--- src/rtl/slq_pkg.sv ---
package slq_pkg;

  // ==========================================================================
  // command and reply layout
  // ==========================================================================
  localparam logic [7:0] CMD_GET_LISTS   = 8'h30;
  localparam int         REPLY_LEN       = 32;
  localparam logic [4:0] LAST_IDX        = 5'h1F;
  localparam logic [4:0] FIRST_IDX       = 5'h00;
  localparam int         OFS_ACTIVE      = 0;
  localparam int         OFS_DETECTED    = 8;
  localparam int         OFS_PERMANENT   = 16;
  localparam int         OFS_FLAG1       = 24;
  localparam int         OFS_FLAG2       = 25;
  localparam int         BITMAP_BYTES    = 24;
  localparam int         LIST_BYTES      = 8;
  localparam logic [7:0] RESERVED_BYTE   = 8'h00;

  // ==========================================================================
  // first flag byte bit positions
  // ==========================================================================
  localparam int F1_OFFLINE_READY = 0;
  localparam int F1_POWER_FAIL    = 1;
  localparam int F1_NORMAL_MODE   = 2;
  localparam int F1_CONFIG_MODE   = 3;
  localparam int F1_AUTO_POSSIBLE = 4;
  localparam int F1_AUTO_ALLOWED  = 5;
  localparam int F1_ZERO_ADDR     = 6;
  localparam int F1_CONFIG_MATCH  = 7;

  // ==========================================================================
  // second flag byte bit positions
  // ==========================================================================
  localparam int F2_OFFLINE       = 0;
  localparam int F2_INTERNAL      = 1;
  localparam int F2_NVM_OK        = 2;
  localparam int F2_AUTO_ENABLED  = 3;
  localparam int F2_IO_FAULT      = 4;
  localparam int F2_GROUND_SHORT  = 5;
  localparam int F2_RESERVED      = 6;
  localparam int F2_POWER_ON_SEEN = 7;

  // ==========================================================================
  // carriers
  // ==========================================================================
  // list bit n is single slave n (0..31), bit 32+n is B-type slave nB
  typedef struct packed {
    logic [63:0] active_slave_list;
    logic [63:0] detected_slave_list;
    logic [63:0] permanent_slave_list;
  } slq_lists_s;

  typedef struct packed {
    logic offline_ready;
    logic cable_power_fail;
    logic normal_mode;
    logic config_mode;
    logic autoassign_possible;
    logic autoassign_allowed;
    logic offline;
    logic nvm_test_ok;
    logic autoassign_enabled;
    logic attached_io_fault;
    logic ground_short;
    logic power_on_start_seen;
  } slq_status_s;

  typedef struct packed {
    slq_lists_s lists;
    logic [7:0] flag1;
    logic [7:0] flag2;
  } slq_snap_s;

  typedef enum logic [1:0] {
    SLQ_IDLE,
    SLQ_LOAD,
    SLQ_SEND
  } slq_phase_e;

  typedef struct packed {
    slq_phase_e phase;
    logic [4:0] idx;
    slq_snap_s  snap;
    logic [7:0] rsp_byte;
  } slq_state_s;

  localparam slq_state_s STATE_RESET = '{phase: SLQ_IDLE, idx: 5'h00, snap: '0, rsp_byte: 8'h00};

endpackage

--- src/rtl/slq_byte_pick.sv ---
`timescale 1ns/1ps
module slq_byte_pick (
  input  slq_pkg::slq_snap_s snap,
  input  wire logic [4:0]    idx,
  output logic [7:0]         pick
);

  // ==========================================================================
  // reply image
  // ==========================================================================
  logic [7:0]   image [slq_pkg::REPLY_LEN];
  logic [191:0] bitmaps;

  assign bitmaps = {snap.lists.permanent_slave_list, snap.lists.detected_slave_list,
                    snap.lists.active_slave_list};

  for (genvar b = 0; b < slq_pkg::REPLY_LEN; b++) begin : g_byte
    if (b < slq_pkg::BITMAP_BYTES) begin : g_map
      // bit 7 carries the lowest address of the byte
      for (genvar j = 0; j < 8; j++) begin : g_bit
        assign image[b][7-j] = bitmaps[b*8+j];
      end
    end else if (b == slq_pkg::OFS_FLAG1) begin : g_f1
      assign image[b] = snap.flag1;
    end else if (b == slq_pkg::OFS_FLAG2) begin : g_f2
      assign image[b] = snap.flag2;
    end else begin : g_rsv
      assign image[b] = slq_pkg::RESERVED_BYTE;
    end
  end

  assign pick = image[idx];

endmodule

--- src/rtl/slq_list_query.sv ---
`timescale 1ns/1ps
module slq_list_query (
  input  wire logic          mclk,
  input  wire logic          resetn,
  input  wire logic          req_valid,
  output logic               req_ready,
  input  wire logic [7:0]    req_byte,
  input  slq_pkg::slq_lists_s  lists,
  input  slq_pkg::slq_status_s status,
  output logic               rsp_valid,
  input  wire logic          rsp_ready,
  output logic [7:0]         rsp_byte,
  output logic               rsp_last,
  output logic               cmd_unknown
);

  // ==========================================================================
  // state
  // ==========================================================================
  slq_pkg::slq_state_s state_q;
  slq_pkg::slq_state_s state_d;
  logic [7:0]          flag1_now;
  logic [7:0]          flag2_now;
  logic [7:0]          picked;
  logic [4:0]          pick_idx;
  logic                req_take;
  logic                rsp_take;

  // ==========================================================================
  // live flag bytes
  // ==========================================================================
  always_comb begin
    flag1_now                             = 8'h00;
    flag1_now[slq_pkg::F1_OFFLINE_READY] = status.offline_ready;
    flag1_now[slq_pkg::F1_POWER_FAIL]    = status.cable_power_fail;
    flag1_now[slq_pkg::F1_NORMAL_MODE]   = status.normal_mode;
    flag1_now[slq_pkg::F1_CONFIG_MODE]   = status.config_mode;
    flag1_now[slq_pkg::F1_AUTO_POSSIBLE] = status.autoassign_possible;
    flag1_now[slq_pkg::F1_AUTO_ALLOWED]  = status.autoassign_allowed;
    flag1_now[slq_pkg::F1_ZERO_ADDR]     = lists.detected_slave_list[0];
    flag1_now[slq_pkg::F1_CONFIG_MATCH]  =
      (lists.permanent_slave_list == lists.detected_slave_list);
    flag2_now                             = 8'h00;
    flag2_now[slq_pkg::F2_OFFLINE]       = status.offline;
    flag2_now[slq_pkg::F2_INTERNAL]      = 1'b1;
    flag2_now[slq_pkg::F2_NVM_OK]        = status.nvm_test_ok;
    flag2_now[slq_pkg::F2_AUTO_ENABLED]  = status.autoassign_enabled;
    flag2_now[slq_pkg::F2_IO_FAULT]      = status.attached_io_fault;
    flag2_now[slq_pkg::F2_GROUND_SHORT]  = status.ground_short;
    flag2_now[slq_pkg::F2_RESERVED]      = 1'b0;
    flag2_now[slq_pkg::F2_POWER_ON_SEEN] = status.power_on_start_seen;
  end

  // ==========================================================================
  // reply byte selection
  // ==========================================================================
  // next byte is fetched ahead so the data output stays a flop
  assign pick_idx = (state_q.phase == slq_pkg::SLQ_LOAD) ? state_q.idx : 5'(state_q.idx + 5'h01);

  slq_byte_pick u_pick (
    .snap (state_q.snap),
    .idx  (pick_idx),
    .pick (picked)
  );

  // ==========================================================================
  // handshakes
  // ==========================================================================
  assign req_ready = (state_q.phase == slq_pkg::SLQ_IDLE);
  assign req_take  = req_valid && req_ready;
  assign rsp_valid = (state_q.phase == slq_pkg::SLQ_SEND);
  assign rsp_take  = rsp_valid && rsp_ready;
  assign rsp_byte  = state_q.rsp_byte;
  assign rsp_last  = rsp_valid && (state_q.idx == slq_pkg::LAST_IDX);

  // unknown codes are swallowed; this block serves one command only
  assign cmd_unknown = req_take && (req_byte != slq_pkg::CMD_GET_LISTS);

  // ==========================================================================
  // sequencer
  // ==========================================================================
  always_comb begin
    state_d = state_q;
    case (state_q.phase)
      slq_pkg::SLQ_IDLE: begin
        if (req_take && req_byte == slq_pkg::CMD_GET_LISTS) begin
          // snapshot keeps the reply coherent while the master drains it
          state_d.snap.lists = lists;
          state_d.snap.flag1 = flag1_now;
          state_d.snap.flag2 = flag2_now;
          state_d.idx        = slq_pkg::FIRST_IDX;
          state_d.phase      = slq_pkg::SLQ_LOAD;
        end
      end
      slq_pkg::SLQ_LOAD: begin
        state_d.rsp_byte = picked;
        state_d.phase    = slq_pkg::SLQ_SEND;
      end
      slq_pkg::SLQ_SEND: begin
        if (rsp_take) begin
          if (state_q.idx == slq_pkg::LAST_IDX) begin
            state_d.phase = slq_pkg::SLQ_IDLE;
          end else begin
            state_d.idx      = 5'(state_q.idx + 5'h01);
            state_d.rsp_byte = picked;
          end
        end
      end
      default: begin
        state_d = slq_pkg::STATE_RESET;
      end
    endcase
  end

  always_ff @(posedge mclk or negedge resetn) begin
    if (!resetn) begin
      state_q <= slq_pkg::STATE_RESET;
    end else begin
      state_q <= state_d;
    end
  end

endmodule

--- config.mk ---
export PLATFORM = sky130hd
export DESIGN_NAME = slq_list_query
export DESIGN_NICKNAME = d
export VERILOG_FILES = /design/src/rtl/slq_pkg.sv /design/src/rtl/slq_byte_pick.sv /design/src/rtl/slq_list_query.sv
export SDC_FILE = /design/constraint.sdc
export NUM_CORES = 1
export LEC_CHECK = 0
export BUFFER_PORTS_ARGS = -buffer_cell sky130_fd_sc_hd__buf_2
export CAP_MARGIN = 10
export CORE_ASPECT_RATIO = 0.8
export CORE_MARGIN = 2
export CORE_UTILIZATION = 40
export CTS_CLUSTER_DIAMETER = 30
export DETAILED_ROUTE_END_ITERATION = 12
export PLACE_DENSITY = 0.75
export SLEW_MARGIN = 15
export SYNTH_ARGS = -nofsm -noshare
export SYNTH_HDL_FRONTEND = slang
export SYNTH_SLANG_ARGS = --single-unit
--- constraint.sdc ---
create_clock -name mclk -period 2.75 [get_ports mclk]
set_clock_uncertainty 0.1 [all_clocks]
set_input_delay 0.275 -clock mclk [delete_from_list [all_inputs] [get_ports mclk]]
set_output_delay 0.275 -clock mclk [all_outputs]
set_load 0.05 [all_outputs]
# --- After elaboration in Yosys (flattened, before gate mapping) ---
# Cells that the tools add are included.
word_totals:
  regBits: 223
  in_bits: 216
  output_inout_bits: 12
  elab_cells: 49
classes:
  n_addsub: 1
  n_lt_le_gt_ge: 1
  eq_ne: 10
  n_mux: 14
  bitwise: 4
  n_reduce_logical: 11
ops:
  columns: ["op", "n"]
  rows:
  - ["one-hot mux 208 bit (2 select lines)", 1]
  - ["two-way mux 215 bit", 1]
  - ["equality test 64 bit", 1]
  - ["binary-select mux 8 bit (select 5 bit)", 1]
  - ["two-way mux 8 bit", 4]
  - ["one-hot mux 8 bit (3 select lines)", 1]
  - ["one-hot mux 5 bit (3 select lines)", 1]
  - ["two-way mux 5 bit", 2]
  - ["equality test 8 x 6 -> 1 bit, second input constant", 1]
  - ["inequality test 8 x 6 -> 1 bit, second input constant", 1]
  - ["two-way mux 7 bit", 1]
  - ["greater-or-equal comparator 6 bit, second input constant", 1]
  - ["inequality test 2 x 1 -> 1 bit, second input constant", 3]
  - ["NOT 5 -> 6 bit", 1]
  - ["one-hot mux 2 bit (3 select lines)", 1]
  - ["AND reduction 3 bit", 2]
  - ["adder 5 x 1 -> 5 bit, second input constant", 1]
  - ["equality test 5 bit, second input constant", 1]
  - ["logical AND 1 bit", 5]
  - ["AND reduction 4 bit", 1]
  - ["NOT 1 bit", 3]
  - ["equality test 2 x 1 -> 1 bit, second input constant", 1]
  - ["equality test 2 bit, second input constant", 1]
  - ["logical NOT 2 bit", 1]
  - ["4 further kinds", 4]

# --- Longest topological paths before layout ---
# Gate-level depths: netlist of the first run.
depth:
  ltp_word: 9
  ltp_mapped: 11
  depth_no_buf: 9

# --- By module ---
# Synthesis of the first run repeated with hierarchy kept, for this count alone.
hier_totals:
  cells_unflattened: 1290
  hier_area_um2: 11493.5
modules_own_cells:
  columns: ["module", "n_inst", "cells_each", "area_per_inst_um2", "seq_area_each_um2"]
  rows:
  - ["slq_list_query", 1, 1086, 9636.7, 5530.3]
  - ["slq_byte_pick", 1, 204, 1856.8, 0.0]

# --- Worst setup path after synthesis of the first run ---
# OpenSTA, ideal clock, no wires.
synth_path:
  path_kind: "register -> output"
  from: "register state_q[221] (netlist name)"
  to: "output cmd_unknown"
  arrival_time_ns: 2.702
  path_slack_ns: -0.327
  path_stages_with_launch: 8
  n_path_buf: 3
  cell_sequence: "dfrtp_1 > inv_1 > ha_1 > clkbuf_1 > clkbuf_1 > clkbuf_1 > nand2_1 > a31oi_1"
synth_via:
  elab_chain_len: 3
synth_lines:
  columns: ["item", "line_no", "source"]
  rows:
  - ["start, declared", "slq_list_query.sv:20", "slq_pkg::slq_state_s state_q;"]
  - ["start signal, assigned", "slq_list_query.sv:117", "state_q <= slq_pkg::STATE_RESET;"]
  - ["start signal, assigned", "slq_list_query.sv:119", "state_q <= state_d;"]
  - ["logical NOT 2 bit", "slq_list_query.sv:69", "assign req_ready = (state_q.phase == slq_pkg::SLQ_IDLE);"]
  - ["named net req_ready", "slq_list_query.sv:6", "output logic req_ready,"]
  - ["logical AND 1 bit", "slq_list_query.sv:70", "assign req_take = req_valid && req_ready;"]
  - ["logical AND 1 bit", "slq_list_query.sv:77", "assign cmd_unknown = req_take && (req_byte != slq_pkg::CMD_GET_LISTS);"]
  - ["end, declared", "slq_list_query.sv:14", "output logic cmd_unknown"]
# The timed path passes the listed nets, and every way through them passes these cells.

# --- Final worst setup path of the first run ---
layout_path:
  from: "register state_q[222] (netlist name)"
  to: "register state_q (netlist bit rsp_byte[3])"
layout_via:
  elab_chain_len: 9
  elab_cells_between_ends: 16
layout_lines:
  columns: ["item", "line_no", "source"]
  rows:
  - ["equality test 2 x 1 -> 1 bit", "slq_list_query.sv:58, slq_list_query.sv:84", null]
  - ["two-way mux 5 bit", "slq_list_query.sv:58", "assign pick_idx = (state_q.phase == slq_pkg::SLQ_LOAD) ? state_q.idx : 5'(state_q.idx + 5'h01);"]
  - ["NOT 5 -> 6 bit (implied by the code)", "slq_byte_pick.sv:32", "assign pick = image[idx];"]
  - ["binary-select mux 8 bit (select 5 bit)", "slq_byte_pick.sv:32", null]
  - ["two-way mux 8 bit (implied by the code) (2 in a row)", "slq_byte_pick.sv:32", null]
  - ["two-way mux 8 bit", "slq_list_query.sv:101", "if (state_q.idx == slq_pkg::LAST_IDX) begin"]
  - ["two-way mux 8 bit", "slq_list_query.sv:100", "if (rsp_take) begin"]
  - ["one-hot mux 8 bit (3 select lines)", "slq_list_query.sv:84", "case (state_q.phase)"]
# Several ways; a longest one is shown, not always the timed one. The select of a mux whose other input is x is not followed.
# A chain may end at the register's enable or synchronous reset.

==> results of run 1 <==
==> critical path, cell delays in order (launching register included) <==
cell	delay, ps
dfrtp_1	350
inv_1	90
ha_4	190
buf_6	150
nand4b_1	240
xnor2_1	410
nor3_1	120
nand3_1	290
nor2b_1	150
or4_1	480
==> final cells by class <==
type / instances / area (um2)
fill: 2229 / 11500
timing repair buffer: 485 / 3770
inverter: 6 / 22.5
tap: 370 / 463
antenna: 1 / 2.50
multi-input combinational: 930 / 5590
sequential: 221 / 5530
clock buffer: 50 / 1120
clock inverter: 25 / 287
==> metrics by stage <==
step | hold WS (ps) | setup WS [ps] | cells | cell area (um2) | util [%]
after global placement | 239 | 5.50 | 1809 | 13300 | 46.9
after global routing | 20.3 | -4.95 | 2088 | 16800 | 59.3
after detailed placement | 239 | -46.4 | 1809 | 13300 | 46.9
after floorplan | -121 | 60.2 | 1252 | 11500 | -
after CTS | 3.94 | 18.9 | 2086 | 16700 | 59.1
final | 3.01 | 6.40 | 2088 | 16800 | 59.3
==> how the worst min path moves through the flow <==
stage              endpoint  slack [ps]  cells after the start
2_1_floorplan   rsp_byte[0]        -120                      0
3_3_place_gp   state_q[190]         240                      1
3_5_place_dp   state_q[193]         240                      1
4_1_cts        state_q[125]           4                      3
5_1_grt        state_q[125]          20                      3
6_report       state_q[125]           3                      3
==> flip-flops by register name, summed over array words and instances (netlist names) <==
name / flops
state_q: 213
rsp_byte: 8
==> layer usage <==
| layer | part of all wire [%] | routed length [um] | vias to the layer above | track usage [%] |
|---|---|---|---|---|
| met3 | 11 | 5400 | 194 | 9.81 |
| met1 | 40 | 18700 | 5677 | 40.2 |
| met2 | 44 | 20700 | 849 | 48.1 |
| met5 | 0 | 0 | - | 0 |
| met4 | 4.9 | 2330 | 0 | 13.7 |
| li1 | - | - | 5136 | - |
==> logic make-up after synthesis <==
family,count (synthesis)
adders and majority gates,5
muxes,69
and+or+nand+nor,520
DFF,221
buffers and inverters,101
AOI/OAI and AO/OA,265
xor gates and xnor gates,71
==> layout by cell type (no fill, tap or decap), drive strengths merged, types with 3 or more instances in the layout <==
| cell | synthesis | final |
|---|---|---|
| nand2b | 7 | 7 |
| nor2b | 7 | 7 |
| a22oi | 16 | 16 |
| nand4 | 8 | 8 |
| inv | 6 | 14 |
| clkinv | 0 | 7 |
| or4 | 6 | 6 |
| clkbuf | 55 | 51 |
| o22ai | 9 | 9 |
| ha | 5 | 5 |
| bufinv | 0 | 3 |
| dlygate4sd3 | 0 | 202 |
| xnor2 | 31 | 31 |
| xor2 | 40 | 40 |
| a21oi | 8 | 8 |
| nand2 | 440 | 440 |
| o21ai | 215 | 215 |
| buf | 40 | 282 |
| nor4 | 12 | 12 |
| nor2 | 3 | 3 |
| dfrtp | 221 | 221 |
| o221ai | 3 | 3 |
| nor3 | 11 | 11 |
| mux2i | 26 | 26 |
| mux4 | 42 | 42 |
| clkinvlp | 0 | 7 |
| nand3 | 10 | 10 |
| and2 | 9 | 9 |
==> power groups by stage <==
stage | Combinational, mW | Clock [mW] | Sequential [mW]
finish | 8.40 | 5.14 | 5.55
global route | 9.16 | 5.33 | 5.57
CTS | 8.15 | 5.13 | 5.41
detailed placement | 7.85 | 0 | 5.43
global placement | 7.65 | 0 | 5.44
floorplan | 5.66 | 0 | 4.84
==> timing repair <==
| item | CTS | global route |
|---|---|---|
| gates cloned | 0 | 0 |
| pin swaps | 0 | 1 |
| hold buffers | 202 | 0 |
| setup buffers | 0 | 1 |
| resized for setup | 3 | 8 |
| hold endpoints to repair | 270 | 0 |
| setup endpoints to repair | 5 | 7 |
==> impl_results.md, run 1 <==
* Outcome: finished, final reports clean
* Post-synth EDFFs at 0
* Most instantiated library cell after synthesis: nand2_1
* HP Class: in -> reg
* Fraction of final layout cells sized beyond drive strength 1 at 24.0%
* Vias in the first global route at 12,000
* Clock Sinks at 221
* Yosys warnings at 0
* CTS max path bufs at 3
* Worst-Margin Slew at 671 ps
* Post-synth net total at 1,473
* TritonRoute pass-1 iters at 6
* 1st-iter DRT viols at 1,391
* Global-route wire length before repair at 71,100 um
* Worst Hold Launch: lists[101]
* Worst-skew pair later-pin latency at 540 ps
* Synth async-reset ratio at 100%
* Total gr overflow at 0
* Die area at 0.0301 mm2
* CTS tree: built
* WL/cell at 22.6 um
* Worst setup EP type: flop
* Ys flop type: dfrtp_1
* Worst-path clk slew at 50 ps
* Minimum clock period at 2740 ps
* Layout area overhead at 46.1%
* Synthesized-area fraction occupied by adder cells at 0.545%
* Core Box Area at 0.0283 mm2
* Critical path type: reg -> reg
* Yosys cell types at 44
* FF-to-FF Start: state_q[222]
* Gate Count Post-Synth at 1,252
* Comb pwr share at 44.0%
* CP startpoint kind: flop
* Lkg Pwr at 7.63 nW
* Switching share of total power at 42.1%
* F_max at 364 MHz
* Site Rows at 55
* Sw Pwr at 8.03 mW
* Final Hold Viols at 0
* Clock share of power at 26.9%
* Worst r2r path cells at 9
* CP arrival at 3020 ps
* # nets final at 1,906
* FF-to-FF setup slack at 6 ps
* PortBufs at 227
* Antenna viol nets, final at 0
* VDD IR max at 0.631 mV
* Synth Area in Compound Gates at 12.6%
* DRC Markers at 0
* Largest cells by area after synthesis: dfrtp_1 48%, nand2_1 14%, o21ai_0 9.3%, mux4_2 8.2%, xor2_1 3.1%
* CTS H-tree depth at 2
* Final wirelength at 47,100 um
* Number of synthesized register bits at 221
* Largest net degree at the start of global routing at 74
* Max-Cap Viols at 0
* Initial antenna violation count at 1
* Largest family of logic cells by synthesized area: simple AND/OR/NAND/NOR gates
* Worst slew margin at 55.1%
* Simple-gate share of the synthesized area at 18.6%
* GPL Wtd Cong at 0.982
* Top-area cell type share of the netlist area at 48.2%
* Part of the power in registers at 29.1%
* All-Layer GR Usage at 31.1%
* Origin of the worst setup path: state_q[222]
* Slew Viols, Final at 0
* Int Pwr at 11.1 mW
* DP HPWL at 30,900 um
* DIE HEIGHT at 156 um
* Synthesized area at 0.0115 mm2
* Worst path required time at 3030 ps
* Setup-failing EPs final at 0
* Avg Cell Area, Syn at 9.17 um2
* Root Buffer Master: clkbuf_16
* Vias at 11,900
* Post-synth top cells: 440 x nand2_1, 221 x dfrtp_1, 214 x o21ai_0, 55 x clkbuf_1, 42 x mux4_2
* Mux contribution to synthesized area at 10.6%
* Via density at 5.68
* Worst r2r dst: rsp_byte[3]
* Worst Setup EP: rsp_byte[3]
* Synth area leader: dfrtp_1
* Final setup TNS at 0 ps
* IO Count at 228
* Final period util at 99.8%
* Initial core utilization at 40.6%
* CP Max Fanout at 12
* Num CTS Buffers at 41
* Pwr Total at 19.1 mW
* Pwr per Cell Area at 1140 mW/mm2
* Die span in x at 193 um
* Xor/xnor share of the synthesized area at 5.42%
* Seq/Total Area, Yosys at 48.2%
No activity file was read; power rests on OpenSTA's default activity.
==> run 2: changes to the inputs <==
Settings changed: REMOVE_ABC_BUFFERS set to 1.
==> impl_results.md, run 2 (synthesis results as in run 1) <==
* Outcome: finished, final reports clean
* Worst hold slack at 185 ps
* Pwr per Cell Area at 1130 mW/mm2
* Antenna viol nets, final at 0
* Worst-path clk slew at 40 ps
* Core Box Area at 0.0283 mm2
* Num CTS Buffers at 42
* Minimum clock period at 2640 ps
* Worst setup margin at 107 ps
* Largest net degree at the start of global routing at 111
* Clock Sinks at 221
* Register with the most flip-flops: state_q
* Vias in the first global route at 11,500
* CP arrival at 2930 ps
* Total gr overflow at 0
* FF/Latch Area at 0.00553 mm2
* Site Rows at 55
* Int Pwr at 11.6 mW
* Part of the power in registers at 27.8%
* Worst path required time at 3030 ps
* Global-route wire length before repair at 65,200 um
* All-Layer GR Usage at 28.2%
* Lkg Pwr at 7.75 nW
* Most frequent cells in the layout: 439 x nand2_1, 226 x buf_2, 221 x dfrtp_1
* Final period util at 96.1%
* Critical path type: reg -> reg
* Worst r2r path cells at 8
* Comb pwr share at 43.4%
* Initial core utilization at 40.6%
* GPL Wtd Cong at 0.884
* Worst slew margin at 48.3%
* PortBufs at 227
* Clock share of power at 28.8%
* Slew Viols, Final at 0
* Die span in x at 193 um
* Final wirelength at 42,300 um
* Vias at 11,300
* Sw Pwr at 7.63 mW
* Final cell utilization of the core at 59.9%
* CTS tree: built
* HP Class: in -> reg
* VDD IR max at 0.699 mV
* Pwr Total at 19.2 mW
* Max-Cap Viols at 0
* CTS max path bufs at 3
* DRC Markers at 0
* RSZ-0062 raised after global routing: false
* IO Count at 228
* Post-Place Setup Slack at -43.0 ps
* WL/cell at 20.2 um
* Worst setup EP type: flop
* Most common cell after layout, fill and taps aside: nand2_1
* TritonRoute pass-1 iters at 7
* DIE HEIGHT at 156 um
* 1st-iter DRT viols at 1,099
* Worst-Margin Slew at 768 ps
* # nets final at 1,914
* Setup-failing EPs final at 0
* Via density at 5.40
* Final setup TNS at 0 ps
* Initial antenna violation count at 2
* Fraction of final layout cells sized beyond drive strength 1 at 24.3%
* Die area at 0.0301 mm2
* Largest register FFs at 213
* Multi-input gate area at 0.00557 mm2
* CP startpoint kind: flop
* Hold Path Stages at 5
* Switching share of total power at 39.7%
* F_max at 378 MHz
* Final Hold Viols at 0
* Fill count at 2,221
* CTS H-tree depth at 2
* Worst-skew pair later-pin latency at 540 ps
* DP HPWL at 28,400 um
* CP Max Fanout at 8
* Root Buffer Master: clkbuf_16
* FF-to-FF setup slack at 110 ps
* Layout area overhead at 47.6%
==> run 2: final timing paths <==
check | from | endpoint
max | state_q[216] | rsp_byte[0]
min | rsp_ready | state_q[222]
max reg2reg | state_q[216] | rsp_byte[0]
min reg2reg | state_q[21] | state_q[21]
max in group asynchronous | resetn | state_q[108]
min in group asynchronous | resetn | state_q[198]
==> run 2: what timing repair did <==
action,CTS,global route
buffers inserted,1,4
setup endpoints to repair,5,7
gates resized for setup,2,11
hold buffers,205,0
cloned,0,1
pin swaps,1,1
hold endpoints to repair,269,0
==> run 2: area by class of cell <==
class | instances | share of cell area, %
Timing Repair Buffer | 492 | 22.7
Multi-Input combinational cell | 930 | 32.8
Sequential cell | 221 | 32.6
Inverter | 6 | 0.133
Tap cell | 370 | 2.73
Clock buffer | 53 | 7.17
Antenna cell | 2 | 0.0295
Clock inverter | 23 | 1.82
==> run 2: power by group through the flow <==
stage          Sequential, mW  Combinational [mW]  Clock [mW]
6_report                 5.35                8.35        5.53
5_1_grt                  5.42                9.20        5.71
4_1_cts                  5.28                7.98        5.57
3_5_place_dp             5.29                7.66           0
3_3_place_gp             5.30                7.43           0
2_1_floorplan            5.48                4.20           0
==> run 2: layer usage <==
| metal | up-vias | GRT usage, % | routed length [um] |
|---|---|---|---|
| li1 | 5155 | - | - |
| met1 | 5405 | 36.6 | 17100 |
| met2 | 662 | 43.4 | 18800 |
| met3 | 111 | 9.27 | 4760 |
| met4 | 0 | 11.9 | 1710 |
| met5 | - | 0 | 0 |
==> run 2: critical path, stage by stage, from the launching register on <==
cell and delay [ps]:
dfrtp_1 410, ha_1 350, nand2b_1 110, and2_4 240, buf_4 200, mux4_2 320, a22oi_2 230, nand3_1 130
or4_1 420
==> run 2: metrics by stage <==
stage | std cells | instance area [um2]
final | 2097 | 17000
after global routing | 2097 | 17000
after CTS | 2090 | 16800
after detailed placement | 1808 | 13200
after global placement | 1808 | 13200
after floorplan | 1157 | 11000
==> run 3: changes to the inputs <==
Settings changed: SYNTH_HIERARCHICAL set to 1.
==> impl_results.md, run 3 <==
* CP Max Fanout at 9
* CP startpoint kind: flop
* Final Hold Viols at 0
* Post-Place Setup Slack at 9.34 ps
* Worst-Margin Slew at 694 ps
* Top-area cell type share of the netlist area at 48.1%
* All-Layer GR Usage at 26.4%
* Fill count at 2,313
* CTS tree: built
* Register with the most flip-flops: state_q
* Num CTS Buffers at 47
* Worst setup margin at 124 ps
* Largest cells by area after synthesis: dfrtp_1 48%, nand2_1 15%, mux2i_1 5.6%, o21ai_1 5.1%, o21ai_0 4.8%
* # nets final at 1,917
* CTS H-tree depth at 2
* Origin of the worst setup path: state_q[222]
* HP Class: in -> reg
* Final wirelength at 40,200 um
* Clock Sinks at 221
* Antenna viol nets, final at 0
* Minimum clock period at 2630 ps
* Cell area after layout at 0.0168 mm2
* Site Rows at 55
* Yosys cell types at 44
* Synthesized area at 0.0115 mm2
* Largest net degree at the start of global routing at 119
* Largest register FFs at 213
* Outcome: finished, final reports clean
* F_max at 381 MHz
* Worst slew margin at 53.6%
* RSZ-0062 raised after global routing: false
* Setup-failing EPs final at 0
* Seq/Total Area, Yosys at 48.1%
* Synth async-reset ratio at 100%
* Most common cell after layout, fill and taps aside: nand2_1
* Fraction of final layout cells sized beyond drive strength 1 at 21.8%
* Vias at 11,100
* DRC Markers at 0
* FF-to-FF Start: state_q[222]
* TritonRoute pass-1 iters at 7
* 1st-iter DRT viols at 923
* Area after DPL at 0.0130 mm2
* Worst hold slack at 93.4 ps
* Ys flop type: dfrtp_1
* VDD IR max at 0.646 mV
* Number of synthesized register bits at 221
* GPL Wtd Cong at 0.895
* DIE HEIGHT at 156 um
* Total gr overflow at 0
* Synth area leader: dfrtp_1
* Post-synth top cells: 456 x nand2_1, 221 x dfrtp_1, 117 x o21ai_1, 110 x o21ai_0, 64 x mux2i_1
* Root Buffer Master: clkbuf_16
* Pwr per Cell Area at 1140 mW/mm2
* Slew Viols, Final at 0
* Pwr Total at 19.1 mW
* Slowest CP cell: mux2_4
* Initial antenna violation count at 1
* Worst path required time at 3100 ps
* Most instantiated library cell after synthesis: nand2_1
* PortBufs at 227
* Via density at 5.27
* Layout area overhead at 46.0%
* Worst setup EP type: flop
* Worst-path cell chain: inv_1 > ha_2 > mux2_4 > and2_1 > a221oi_1 > o21ai_1 > a32oi_1 > nand2_1 > o21ai_0
* Global-route wire length before repair at 62,200 um
* DP HPWL at 26,600 um
* Critical path type: reg -> reg
* Worst-path clk slew at 50 ps
* Yosys warnings at 6
* Worst Hold Launch: rsp_ready
* Gate Count Post-Synth at 1,290
* IO Count at 228
* CTS max path bufs at 3
* Core Box Area at 0.0283 mm2
* Avg Cell Area, Syn at 8.91 um2
* Final period util at 95.5%
* CP arrival at 2970 ps
* Most frequent cells in the layout: 456 x nand2_1, 226 x buf_2, 221 x dfrtp_1
* Die span in x at 194 um
* Initial core utilization at 40.6%
* Worst path max stage delay at 400 ps
* Worst-skew pair later-pin latency at 550 ps
* WL/cell at 19.1 um
* Max-Cap Viols at 0
* Post-synth EDFFs at 0
* Vias in the first global route at 11,400
* Lkg Pwr at 7.65 nW
* Die area at 0.0301 mm2
[run 3: cell count changes in the layout (fill, tap and decap cells not counted), moves of 9 or more]
cell and delta:
o22ai_1 -9, o21ai_0 -104, o21ai_1 +116, buf_4 -28
a221oi_1 +16, xor2_1 -32, xnor2_1 +27, nand2_1 +17
nor2_1 +9, mux2i_1 +39, mux4_2 -26
[run 3: worst paths after layout]
check / to / slack (ps) / cells after the start
worst max-delay path: rsp_byte[3] / 120 / 9
worst min-delay path: state_q[216] / 90 / 4
worst max register to register: rsp_byte[3] / 120 / 9
worst min register to register: state_q[95] / 380 / 2
max in group asynchronous: state_q[108] / 1480 / 3
min in group asynchronous: state_q[163] / 220 / 2
[run 3: cell type report]
| cell class | count | area, um2 | area share, % |
|---|---|---|---|
| antenna | 2 | 5.00 | 0.0298 |
| clock buffer | 59 | 1310 | 7.82 |
| clock inverter | 26 | 385 | 2.30 |
| inverter | 4 | 15.0 | 0.0895 |
| multi-input combinational | 957 | 5440 | 32.4 |
| sequential | 221 | 5530 | 33.0 |
| tap | 370 | 463 | 2.76 |
| timing repair buffer | 465 | 3630 | 21.6 |
[run 3: critical path, delay by kind of cell, from the launching register on]
| kind | cells | cell delay (ps) |
|---|---|---|
| AOI/OAI and AO/OA | 4 | 870 |
| adders and majority gates | 1 | 260 |
| buffers and inverters | 1 | 120 |
| DFF | 1 | 380 |
| muxes | 1 | 400 |
| and+or+nand+nor | 2 | 380 |
[run 3: timing repair]
item,CTS,global route
hold buffers,205,0
buffers inserted,0,2
hold endpoints to repair,282,0
cloned,0,0
endpoints found under the setup margin,5,9
resized for setup,1,7
pin swaps,0,0
[run 3: routing by layer]
layer	vias up	routed length, um	share of wire [%]	track usage, %
met5	-	0	0	0
met4	0	1860	4.6	13.7
met3	128	3020	7.5	5.53
met2	501	18100	45	40.8
met1	5289	17300	43	35.2
li1	5178	-	-	-
[run 3: logic make-up after synthesis]
group	Yosys count	share of synthesized area [%]
simple gates	513	17.8
fa+ha+maj	5	0.544
flops	221	48.1
mux	90	9.69
buf+inv	112	4.99
other cells	1	0.0326
compound gates	281	13.7
xor+xnor	67	5.11
[run 3: power breakdown]
part	internal [mW]	leakage [nW]	switching [mW]	total, mW
registers	4.40	2.91	0.739	5.14
clock network	4.14	0.823	1.88	6.02
logic	3.04	3.92	4.90	7.95
[run 3: stage by stage]
step / TNS [ps] / instances / util (%)
finish: 0 / 2104 / 59.3
global route: 0 / 2103 / 59.3
CTS: 0 / 2100 / 59.2
detailed placement: 0 / 1810 / 45.9
global placement: 0 / 1810 / 45.9
floorplan: -1973440 / 1182 / -
